<file path="src/rtl/adp_pkg.sv">
// Package: register map, field positions, reset values and timing figures
package adp_pkg;
  // ----------------------------------------------------------------
  // Register addresses
  // ----------------------------------------------------------------
  localparam logic [7:0] SFR_PTR_HIGH = 8'h83;
  localparam logic [7:0] SFR_PTR_LOW = 8'h84;
  localparam logic [7:0] SFR_AUX = 8'h8E;
  localparam logic [7:0] SFR_AUX1 = 8'hA2;
  localparam logic [7:0] SFR_PSW = 8'hD0;
  // ----------------------------------------------------------------
  // Reset values and writable bits
  // ----------------------------------------------------------------
  localparam logic [7:0] RST_AUX = 8'h0C;
  localparam logic [7:0] RST_AUX1 = 8'h00;
  localparam logic [7:0] RST_PSW = 8'h00;
  localparam logic [7:0] AUX_WMASK = 8'h2F;
  localparam logic [7:0] AUX1_WMASK = 8'h09;
  localparam logic [7:0] PSW_WMASK = 8'hFE;
  localparam logic [7:0] BYTE_ZERO = 8'h00;
  localparam logic [7:0] BYTE_ONE = 8'h01;
  localparam logic [15:0] WORD_ZERO = 16'h0000;
  localparam logic [15:0] WORD_ONE = 16'h0001;
  // ----------------------------------------------------------------
  // Field positions
  // ----------------------------------------------------------------
  localparam int AUX_STRETCH = 5;
  localparam int AUX_SIZE_LO = 2;
  localparam int AUX_TARGET = 1;
  localparam int AUX_GATING = 0;
  localparam int AUX1_SELECT = 0;
  localparam int AUX1_ZERO = 2;
  localparam int PSW_CY = 7;
  localparam int PSW_AC = 6;
  localparam int PSW_F0 = 5;
  localparam int PSW_RS_LO = 3;
  localparam int PSW_OV = 2;
  localparam int PSW_F1 = 1;
  localparam int PSW_PAR = 0;
  // ----------------------------------------------------------------
  // Timing in clock periods
  // ----------------------------------------------------------------
  localparam int STROBE_NORMAL = 3;
  localparam int STROBE_STRETCH = 15;
  localparam int ALE_DIV_STD = 6;
  localparam int ALE_DIV_X2 = 3;
  // Bus cycle states
  typedef enum logic [1:0] {
    XS_IDLE = 2'b00,
    XS_ADDR = 2'b01,
    XS_STRB = 2'b10,
    XS_DONE = 2'b11
  } adp_xstate_e;
  // Address falls into the mapped part of the on-chip expanded RAM
  function automatic logic adp_xram_hit(input logic [15:0] a,
                                        input logic [1:0] size);
    return (a[15:10] == 6'h00) && (a[9:8] <= size);
  endfunction
endpackage

</file>
<file path="src/rtl/adp_if.sv">
// Interfaces between the control top and its pointer bank and timer
`timescale 1ns/100ps
`default_nettype none
// Pointer bank carrier
interface adp_ptr_if;
  logic sel;
  logic wr_high;
  logic wr_low;
  logic inc;
  logic load;
  logic [7:0] wdata;
  logic [15:0] load_val;
  logic [15:0] ptr;
  modport bank (input sel, wr_high, wr_low, inc, load, wdata, load_val,
                output ptr);
  modport ctrl (output sel, wr_high, wr_low, inc, load, wdata, load_val,
                input ptr);
endinterface
// Strobe and address latch timer carrier
interface adp_tmr_if;
  logic load;
  logic long_mode;
  logic x2;
  logic fin;
  logic tick;
  modport timer (input load, long_mode, x2, output fin, tick);
  modport ctrl (output load, long_mode, x2, input fin, tick);
endinterface
`default_nettype wire

</file>
<file path="src/rtl/adp_ptr_bank.sv">
// Two data pointers behind one shared pair of byte registers
`timescale 1ns/100ps
`default_nettype none
module adp_ptr_bank (
  input wire logic clock,
  input wire logic rst_n,
  adp_ptr_if.bank pif
);
  logic [15:0] ptr_q [2];
  logic [15:0] cur;
  logic [15:0] other;
  logic [15:0] next_cur;

  // Only the selected pointer is ever visible or changed
  assign cur = ptr_q[pif.sel]; // RQ6
  assign other = ptr_q[~pif.sel];
  assign pif.ptr = cur;
  assign next_cur = pif.load ? pif.load_val :
                    pif.inc ? cur + adp_pkg::WORD_ONE :
                    pif.wr_high ? {pif.wdata, cur[7:0]} :
                    pif.wr_low ? {cur[15:8], pif.wdata} : cur;

  // Update selected slot; the other slot is left untouched
  always_ff @(posedge clock or negedge rst_n) begin
    if (!rst_n) begin
      ptr_q[0] <= adp_pkg::WORD_ZERO;
      ptr_q[1] <= adp_pkg::WORD_ZERO;
    end else begin
      ptr_q[pif.sel] <= next_cur; // RQ9
    end
  end
endmodule
`default_nettype wire

</file>
<file path="src/rtl/adp_strobe_timer.sv">
// Strobe width counter and free running address latch divider
`timescale 1ns/100ps
`default_nettype none
module adp_strobe_timer #(
  parameter int STROBE_NORMAL = adp_pkg::STROBE_NORMAL,
  parameter int STROBE_STRETCH = adp_pkg::STROBE_STRETCH,
  parameter int ALE_DIV_STD = adp_pkg::ALE_DIV_STD,
  parameter int ALE_DIV_X2 = adp_pkg::ALE_DIV_X2
) (
  input wire logic clock,
  input wire logic rst_n,
  adp_tmr_if.timer tif
);
  localparam logic [3:0] LOAD_SHORT = 4'(STROBE_NORMAL - 1);
  localparam logic [3:0] LOAD_LONG = 4'(STROBE_STRETCH - 1);
  localparam logic [2:0] DIV_STD = 3'(ALE_DIV_STD - 1);
  localparam logic [2:0] DIV_X2 = 3'(ALE_DIV_X2 - 1);
  logic [3:0] cnt;
  logic run;
  logic [2:0] div_q;
  logic [3:0] next_cnt;
  logic [2:0] next_div;

  // Stretch swaps a 3 period strobe for a 15 period one
  assign next_cnt = tif.load ? (tif.long_mode ? LOAD_LONG : LOAD_SHORT) // RQ3
                    : (cnt == 4'h0) ? cnt : cnt - 4'h1;
  assign tif.fin = run && (cnt == 4'h0);
  // Divider wraps at 6, or at 3 in double speed mode
  assign next_div = (div_q == 3'h0) ? (tif.x2 ? DIV_X2 : DIV_STD) // RQ16
                    : div_q - 3'h1;
  assign tif.tick = (div_q == 3'h0);

  // Counter and divider registers
  always_ff @(posedge clock or negedge rst_n) begin
    if (!rst_n) begin
      cnt <= 4'h0;
      run <= 1'b0;
      div_q <= 3'h0;
    end else begin
      cnt <= next_cnt;
      run <= tif.load || (run && !tif.fin);
      div_q <= next_div;
    end
  end
endmodule
`default_nettype wire

</file>
<file path="src/rtl/adp_aux_ctrl.sv">
// Auxiliary control, status word and dual pointer register bank
// Summary of operation
// [RQ1] Stretch bit lengthens the read strobe of external data moves.
// [RQ2] Stretch bit lengthens the write strobe of external data moves.
// [RQ3] Strobe width is 3 clocks normally, 15 clocks when stretched.
// [RQ4] Register-indirect moves put the port latch on the upper address.
// [RQ5] Two 16-bit pointers share the byte registers at 83h and 84h.
// [RQ6] Pointer select bit picks which pointer answers every access.
// [RQ7] Incrementing the select register toggles the select bit.
// [RQ8] Bit above the select bit always reads zero.
// [RQ9] Loads and increments touch only the selected pointer.
// [RQ10] Parity flag follows the accumulator's odd count of ones.
// [RQ11] Overflow flag is set by arithmetic signed overflow.
// [RQ12] Two free user flags in the status word.
// [RQ13] Bank select maps R0-R7 to 00h, 08h, 10h or 18h.
// [RQ14] Status word resets to zero.
// [RQ15] Target bit picks on-chip expanded RAM or external memory.
// [RQ16] Latch strobe free runs at 1/6 or 1/3, or only during moves.
// [RQ17] Size field sets how much expanded RAM is mapped, default 1024.
// [RQ18] Auxiliary register resets to size 11, other bits zero.
`timescale 1ns/100ps
`default_nettype none
module adp_aux_ctrl (
  input wire logic clock,
  input wire logic rst_n,
  input wire logic [7:0] sfr_addr,
  input wire logic sfr_wr,
  input wire logic sfr_inc,
  input wire logic sfr_rd,
  input wire logic [7:0] sfr_wdata,
  output logic [7:0] sfr_rdata,
  input wire logic [7:0] acc,
  input wire logic alu_we,
  input wire logic alu_cy,
  input wire logic alu_ac,
  input wire logic alu_ov,
  input wire logic ptr_inc,
  input wire logic ptr_load,
  input wire logic [15:0] ptr_load_val,
  input wire logic x2_mode,
  input wire logic xmov_start,
  input wire logic xmov_write,
  input wire logic xmov_ri,
  input wire logic [7:0] ri_value,
  input wire logic [7:0] xmov_wdata,
  input wire logic [7:0] port_high_latch,
  output logic ale,
  output logic rd_n,
  output logic wr_n,
  output logic [7:0] upper_address_port,
  output logic [7:0] ad_out,
  output logic ad_oe,
  input wire logic [7:0] ad_in,
  output logic [7:0] xmov_rdata,
  output logic xmov_done,
  output logic xmov_busy,
  output logic xram_req,
  output logic xram_write,
  output logic [9:0] xram_addr,
  output logic [7:0] xram_wdata,
  output logic [4:0] bank_base,
  output logic [15:0] data_pointer,
  output logic pointer_select
);
  // ----------------------------------------------------------------
  // Registers and wires
  // ----------------------------------------------------------------
  adp_ptr_if pif ();
  adp_tmr_if tif ();
  adp_pkg::adp_xstate_e state;
  adp_pkg::adp_xstate_e next_state;
  logic [7:0] aux;
  logic [7:0] aux1;
  logic [7:0] program_status_word;
  logic wr_q;
  logic long_q;
  logic [7:0] psw_view;
  logic [7:0] aux1_view;
  logic [7:0] rd_mux;
  logic [7:0] wval;
  logic we;
  logic hit_aux;
  logic hit_aux1;
  logic hit_psw;
  logic [7:0] psw_base;
  logic [7:0] next_psw;
  logic [15:0] addr16;
  logic internal;
  logic start_ext;
  logic next_ale;
  logic next_rd_n;
  logic next_wr_n;
  logic [7:0] next_upper;
  logic [7:0] next_ad_out;
  logic next_ad_oe;
  logic [7:0] next_rdata;
  logic next_done;

  // ----------------------------------------------------------------
  // Submodules
  // ----------------------------------------------------------------
  adp_ptr_bank u_ptr (
    .clock(clock),
    .rst_n(rst_n),
    .pif(pif.bank)
  );
  adp_strobe_timer u_tmr (
    .clock(clock),
    .rst_n(rst_n),
    .tif(tif.timer)
  );

  // ----------------------------------------------------------------
  // Register decode
  // ----------------------------------------------------------------
  // Parity is live from the accumulator, never stored
  assign psw_view = {program_status_word[7:1], ^acc}; // RQ10
  // Reserved and always-zero bits masked so an increment only toggles
  assign aux1_view = aux1 & adp_pkg::AUX1_WMASK; // RQ8
  assign rd_mux = (sfr_addr == adp_pkg::SFR_PTR_HIGH) ? pif.ptr[15:8] :
                  (sfr_addr == adp_pkg::SFR_PTR_LOW) ? pif.ptr[7:0] : // RQ5
                  (sfr_addr == adp_pkg::SFR_AUX) ? aux :
                  (sfr_addr == adp_pkg::SFR_AUX1) ? aux1_view :
                  (sfr_addr == adp_pkg::SFR_PSW) ? psw_view :
                  adp_pkg::BYTE_ZERO;
  // An increment is a read-modify-write through the same decode
  assign wval = sfr_inc ? rd_mux + adp_pkg::BYTE_ONE : sfr_wdata; // RQ7
  assign we = sfr_wr || sfr_inc;
  assign hit_aux = we && (sfr_addr == adp_pkg::SFR_AUX);
  assign hit_aux1 = we && (sfr_addr == adp_pkg::SFR_AUX1);
  assign hit_psw = we && (sfr_addr == adp_pkg::SFR_PSW);
  // Arithmetic flag updates win over a software write in the same cycle
  assign psw_base = hit_psw ? (wval & adp_pkg::PSW_WMASK) : program_status_word; // RQ12
  assign next_psw = alu_we ? {alu_cy, alu_ac, psw_base[5:3], alu_ov, // RQ11
                              psw_base[1:0]} : psw_base;

  // Pointer bank steering
  assign pif.sel = aux1[adp_pkg::AUX1_SELECT]; // RQ6
  assign pif.wr_high = we && (sfr_addr == adp_pkg::SFR_PTR_HIGH); // RQ5
  assign pif.wr_low = we && (sfr_addr == adp_pkg::SFR_PTR_LOW); // RQ5
  assign pif.wdata = wval;
  assign pif.inc = ptr_inc;
  assign pif.load = ptr_load;
  assign pif.load_val = ptr_load_val;

  // ----------------------------------------------------------------
  // Move routing
  // ----------------------------------------------------------------
  // Ri moves take the upper byte from the port latch, not the pointer
  assign addr16 = xmov_ri ? {port_high_latch, ri_value} : pif.ptr; // RQ4
  // Addresses above the mapped size fall through to external memory
  assign internal = !aux[adp_pkg::AUX_TARGET] && // RQ15
                    adp_pkg::adp_xram_hit(addr16, // RQ17
                    aux[adp_pkg::AUX_SIZE_LO+1:adp_pkg::AUX_SIZE_LO]);
  // An external request while a bus cycle is in flight is dropped
  assign start_ext = xmov_start && !internal &&
                     (state == adp_pkg::XS_IDLE);
  assign tif.load = (state == adp_pkg::XS_ADDR);
  assign tif.long_mode = long_q;
  assign tif.x2 = x2_mode;

  // ----------------------------------------------------------------
  // Register file
  // ----------------------------------------------------------------
  // Software registers; not bit addressable, byte writes only
  always_ff @(posedge clock or negedge rst_n) begin
    if (!rst_n) begin
      aux <= adp_pkg::RST_AUX; // RQ18
      aux1 <= adp_pkg::RST_AUX1;
      program_status_word <= adp_pkg::RST_PSW; // RQ14
    end else begin
      if (hit_aux) begin
        aux <= wval & adp_pkg::AUX_WMASK;
      end
      if (hit_aux1) begin
        aux1 <= wval & adp_pkg::AUX1_WMASK; // RQ7
      end
      program_status_word <= next_psw;
    end
  end

  // Read data, pointer view and bank base, one cycle behind
  always_ff @(posedge clock or negedge rst_n) begin
    if (!rst_n) begin
      sfr_rdata <= adp_pkg::BYTE_ZERO;
      data_pointer <= adp_pkg::WORD_ZERO;
      bank_base <= 5'h00;
    end else begin
      if (sfr_rd) begin
        sfr_rdata <= rd_mux;
      end
      data_pointer <= pif.ptr;
      bank_base <= {program_status_word[adp_pkg::PSW_RS_LO+1:adp_pkg::PSW_RS_LO], 3'h0}; // RQ13
    end
  end
  assign pointer_select = aux1[adp_pkg::AUX1_SELECT];

  // Internal expanded RAM request, handed to the RAM in one cycle
  always_ff @(posedge clock or negedge rst_n) begin
    if (!rst_n) begin
      xram_req <= 1'b0;
      xram_write <= 1'b0;
      xram_addr <= 10'h000;
      xram_wdata <= adp_pkg::BYTE_ZERO;
    end else begin
      xram_req <= xmov_start && internal; // RQ15
      xram_write <= xmov_write;
      xram_addr <= addr16[9:0];
      xram_wdata <= xmov_wdata;
    end
  end

  // ----------------------------------------------------------------
  // External bus cycle
  // ----------------------------------------------------------------
  // Next values of the bus pins from the cycle state
  always_comb begin
    next_state = state;
    next_ale = 1'b0;
    next_rd_n = rd_n;
    next_wr_n = wr_n;
    next_upper = upper_address_port;
    next_ad_out = ad_out;
    next_ad_oe = ad_oe;
    next_rdata = xmov_rdata;
    next_done = 1'b0;
    case (state)
      adp_pkg::XS_IDLE: begin
        // Free running strobe only when gating is off
        next_ale = start_ext || (!aux[adp_pkg::AUX_GATING] && tif.tick); // RQ16
        if (start_ext) begin
          next_state = adp_pkg::XS_ADDR;
          next_upper = addr16[15:8]; // RQ4
          next_ad_out = addr16[7:0];
          next_ad_oe = 1'b1;
        end
      end
      adp_pkg::XS_ADDR: begin
        next_state = adp_pkg::XS_STRB;
        next_ad_out = wr_q ? xmov_wdata : adp_pkg::BYTE_ZERO;
        next_ad_oe = wr_q;
        next_rd_n = wr_q; // RQ1
        next_wr_n = !wr_q; // RQ2
      end
      adp_pkg::XS_STRB: begin
        if (tif.fin) begin
          next_state = adp_pkg::XS_DONE;
          next_rd_n = 1'b1;
          next_wr_n = 1'b1;
          next_rdata = wr_q ? xmov_rdata : ad_in;
          next_done = 1'b1;
        end
      end
      adp_pkg::XS_DONE: begin
        next_state = adp_pkg::XS_IDLE;
        next_ad_oe = 1'b0;
      end
      default: begin
        next_state = adp_pkg::XS_IDLE;
      end
    endcase
  end

  // Bus pin registers
  always_ff @(posedge clock or negedge rst_n) begin
    if (!rst_n) begin
      state <= adp_pkg::XS_IDLE;
      ale <= 1'b0;
      rd_n <= 1'b1;
      wr_n <= 1'b1;
      upper_address_port <= adp_pkg::BYTE_ZERO;
      ad_out <= adp_pkg::BYTE_ZERO;
      ad_oe <= 1'b0;
      xmov_rdata <= adp_pkg::BYTE_ZERO;
      xmov_done <= 1'b0;
      xmov_busy <= 1'b0;
    end else begin
      state <= next_state;
      ale <= next_ale;
      rd_n <= next_rd_n;
      wr_n <= next_wr_n;
      upper_address_port <= next_upper;
      ad_out <= next_ad_out;
      ad_oe <= next_ad_oe;
      xmov_rdata <= next_rdata;
      xmov_done <= next_done;
      xmov_busy <= (next_state != adp_pkg::XS_IDLE);
    end
  end

  // Direction and width choice are frozen for the whole cycle
  always_ff @(posedge clock or negedge rst_n) begin
    if (!rst_n) begin
      wr_q <= 1'b0;
      long_q <= 1'b0;
    end else if (start_ext) begin
      wr_q <= xmov_write;
      long_q <= aux[adp_pkg::AUX_STRETCH]; // RQ1
    end
  end

  // ----------------------------------------------------------------
  // Checks
  // ----------------------------------------------------------------
  logic [4:0] low_cnt;
  logic [4:0] exp_width;
  always_ff @(posedge clock or negedge rst_n) begin
    if (!rst_n) begin
      low_cnt <= 5'h00;
    end else begin
      low_cnt <= (!rd_n || !wr_n) ? low_cnt + 5'h01 : 5'h00;
    end
  end
  assign exp_width = long_q ? 5'(adp_pkg::STROBE_STRETCH) :
                     5'(adp_pkg::STROBE_NORMAL);
endmodule
`default_nettype wire

</file>
<file path="config.mk">
export PLATFORM = sky130hd
export DESIGN_NAME = adp_aux_ctrl
export DESIGN_NICKNAME = d
export VERILOG_FILES = /design/src/rtl/adp_pkg.sv /design/src/rtl/adp_if.sv /design/src/rtl/adp_ptr_bank.sv /design/src/rtl/adp_strobe_timer.sv /design/src/rtl/adp_aux_ctrl.sv
export SDC_FILE = /design/constraint.sdc
export NUM_CORES = 1
export LEC_CHECK = 0
export ABC_AREA = 1
export BUFFER_PORTS_ARGS = -buffer_cell sky130_fd_sc_hd__buf_4
export CELL_PAD_IN_SITES_DETAIL_PLACEMENT = 1
export CELL_PAD_IN_SITES_GLOBAL_PLACEMENT = 2
export CORE_UTILIZATION = 24
export CTS_CLUSTER_SIZE = 20
export DETAILED_ROUTE_END_ITERATION = 16
export GPL_TIMING_DRIVEN = 0
export PLACE_DENSITY_LB_ADDON = 0.1
export SLEW_MARGIN = 0
export SYNTH_ARGS = -nofsm -noshare
export SYNTH_HDL_FRONTEND = slang
export SYNTH_SLANG_ARGS = --single-unit
</file>
<file path="constraint.sdc">
create_clock -name clock -period 5.9 [get_ports clock]
set_clock_uncertainty 0.05 [all_clocks]
set_input_delay 0.885 -clock clock [delete_from_list [all_inputs] [get_ports clock]]
set_output_delay 0.885 -clock clock [all_outputs]
set_load 0.03 [all_outputs]
</file>
==> metrics <==
post-DP HPWL 19.69 mm; Vias 6423; Hold Path Class reg2reg; WL met1 12.16 mm; Hold-fix buffers, CTS 0; DRT Wirelength 25.33 mm; met3 routed WL 1.233 mm; First-pass DRT Iterations 4; synthesized flop and latch total 134; CTS tree done; Final nets 1154; CTS Buffer Depth 2; post_cts resized 0; top sig layer met4; WP data arrival 3.88 ns; initial antenna violation count 0; ANT nets after route 0; largest net degree at the start of global routing 73; CTS Root Cell clkbuf_16; Die Area 29670 sq um; Worst-Margin Slew 0.9680 ns; Worst-path clk slew 0.07 ns; Yosys top cell area share 0.4676; Ports 167; die width 172.3 microns; Ys Warns 0; H-tree levels 4; Core ar. 28160 sq um; CP Launch Type input pin; total gr overflow 0; clk sinks 134; pwr dens 410.9 nW/um^2; Max Freq 276.2 MHz; relative slew slack 0.3478; number of global-route vias before repair 6655; mean area per synthesized cell 7.969 sq um; ranking of synthesized cells by area dfrtp_1 (47%), nand2_1 (14%), nand3_1 (5.3%); fillcell total 3366; final setup violating endpoints 0; # rows 61; initial core utilization 0.2470; post-synth top area cell dfrtp_1; Pleak 4.559 nW; fraction of layout cells with a size suffix above 1 0.2634; Layout Utilization 0.3291; Tmin final 3.621 ns; crit end category register; Post-Place Cells 1413; WL/cell 17.53 microns; Synth Instances 873; vias per cell 4.445; # Max-Cap Violations 0; Hold Vio Cnt, Final 0; drt drc 0; Layout Area Growth over Synthesis 33.22%; CP Max Fanout 5; status finished, final reports clean; port bufs 159; Skew-Pair Late Insertion Delay 0.43 ns; first-pass GRT wire length 39.23 mm; Non-Filler Instances 1445; Required @ worst endpoint 6.15 ns; Peak VDD IR 0.1600 mV; WL met2 11.78 mm; Mapped Area 6957 sq um; Die H 172.3 microns; Total GRT Usage 0.1795; # diodes 0; Post-CTS Setup Inserts 0; RSZ-0062 raised after global routing false; WS Path Type in2reg; Placer Congestion 0.7700; sequential share of the synthesized area 0.4827; Final Max Tran Viols 0; Final Cycle Share 0.6137; 1st-iter DRT viols 309; Fin Setup TNS 0 ns; Synth cell types 47; TritonCTS Buffers 17
[stage by stage]
stage | setup WS, ns | total power [W] | hold slack, ns | cell area (sq um)
after global routing | 1.959 | 0.004073 | 0.3677 | 9268
after global placement | 1.820 | 0.002716 | 0.3367 | 8631
after CTS | 2.140 | 0.003869 | 0.3506 | 9268
final | 2.279 | 0.003808 | 0.3421 | 9268
after floorplan | 2.835 | 0.002173 | 0.3037 | 6964
after detailed placement | 1.819 | 0.002742 | 0.3351 | 8662
[cell families after synthesis]
kind of cell | share of synthesized area
mux | 0.01457
buf+inv | 0.07554
fa+ha+maj | 0.02338
simple gates | 0.2800
flops | 0.4827
other cells | 0.0005391
xor+xnor | 0.006295
compound gates | 0.1169
[layout by cell type, fill, tap and decap left out, types with 12 or more instances in the layout]
master	Yosys	routed
nand2_1	253	253
buf_4	5	163
dfrtp_1	130	130
inv_1	78	78
nand3_1	74	74
nor2_1	65	65
o21ai_0	62	62
a21oi_1	29	29
or2_2	20	20
o21ai_1	17	17
clkbuf_16	0	17
clkbuf_1	14	14
ha_1	13	13
inv_2	12	12
a31oi_1	12	12
[critical path: stages]
cell     delay (ns)
buf_4          0.12
inv_1          0.06
nand2_1        0.11
nor2_1         0.28
nand2_1        0.16
inv_1          0.18
nand3_1        0.13
nand4_1        0.16
nand2_1        0.13
inv_1          0.13
ha_1           0.23
or2_2          0.29
o21ai_0        0.37
a21oi_1        0.16
o21ai_0        0.16
nand3_1        0.11
o21ai_0        0.12
o21ai_0        0.10
[cells in the mapped netlist (all sizes together)]
cell type / number
o21ai: 91
or2: 26
buf: 18
o21a: 2
nand4: 6
ha: 13
o31ai: 2
dfstp: 4
o22ai: 2
nand2: 256
nand3: 78
dfrtp: 130
mux2: 9
nor3: 5
a31oi: 12
a21oi: 29
xor2: 5
a22oi: 1
conb: 1
and2: 2
nor2: 68
clkinv: 2
o221ai: 1
nor4: 3
clkbuf: 14
o211ai: 2
inv: 90
nand3b: 1
[power breakdown]
group	internal, W	switching, W
combinational	0.000485	0.000896
sequential	0.00119	0.000130
clock	0.000609	0.000503
total	0.00228	0.00153
[sequential cells by signal, summed over array words and instances, names as in the netlist, 3 cells and up]
signal and count:
u_tmr.div_q 3, xmov_rdata 8, u_ptr.ptr_q 32, xram_addr 10, data_pointer 16, upper_address_port 8, ad_out 8, aux 5
sfr_rdata 8, u_tmr.cnt 4, program_status_word 7, xram_wdata 8
[per-layer routing]
| metal | global-route usage | vias up |
|---|---|---|
| met5 | 0 | - |
| met4 | 0.03501 | 0 |
| met3 | 0.03273 | 6 |
| met2 | 0.2889 | 137 |
| met1 | 0.2504 | 3094 |
| li1 | - | 3186 |
[path summary, 6_finish.rpt]
path,cells past startpoint,from,slack [ns],end
min reg2reg,0,program_status_word[4]$_DFFE_PN0P_,0.34,bank_base[4]$_DFF_PN0_
max reg2reg,18,aux1[0]$_DFFE_PN0P_,2.30,wr_q$_DFFE_PN0P_
max in group asynchronous,2,rst_n,4.52,wr_n$_DFFE_PN1P_
min in group asynchronous,1,rst_n,0.45,u_tmr.div_q[2]$_DFF_PN0_
min,0,program_status_word[4]$_DFFE_PN0P_,0.34,bank_base[4]$_DFF_PN0_
max,18,sfr_addr[3],2.28,u_ptr.ptr_q[25]$_DFFE_PN0N_
[cell type report]
class | instances | area [sq um] | area share
buffer | 32 | 180.2 | 0.01944
sequential | 134 | 3358 | 0.3624
multi-input combinational | 617 | 3080 | 0.3324
inverter | 92 | 345.3 | 0.03726
clock buffer | 17 | 425.4 | 0.04590
tap | 378 | 473.0 | 0.05103
timing repair buffer | 160 | 1225 | 0.1322
clock inverter | 15 | 180.2 | 0.01944
(Power assumes the default switching activity.)
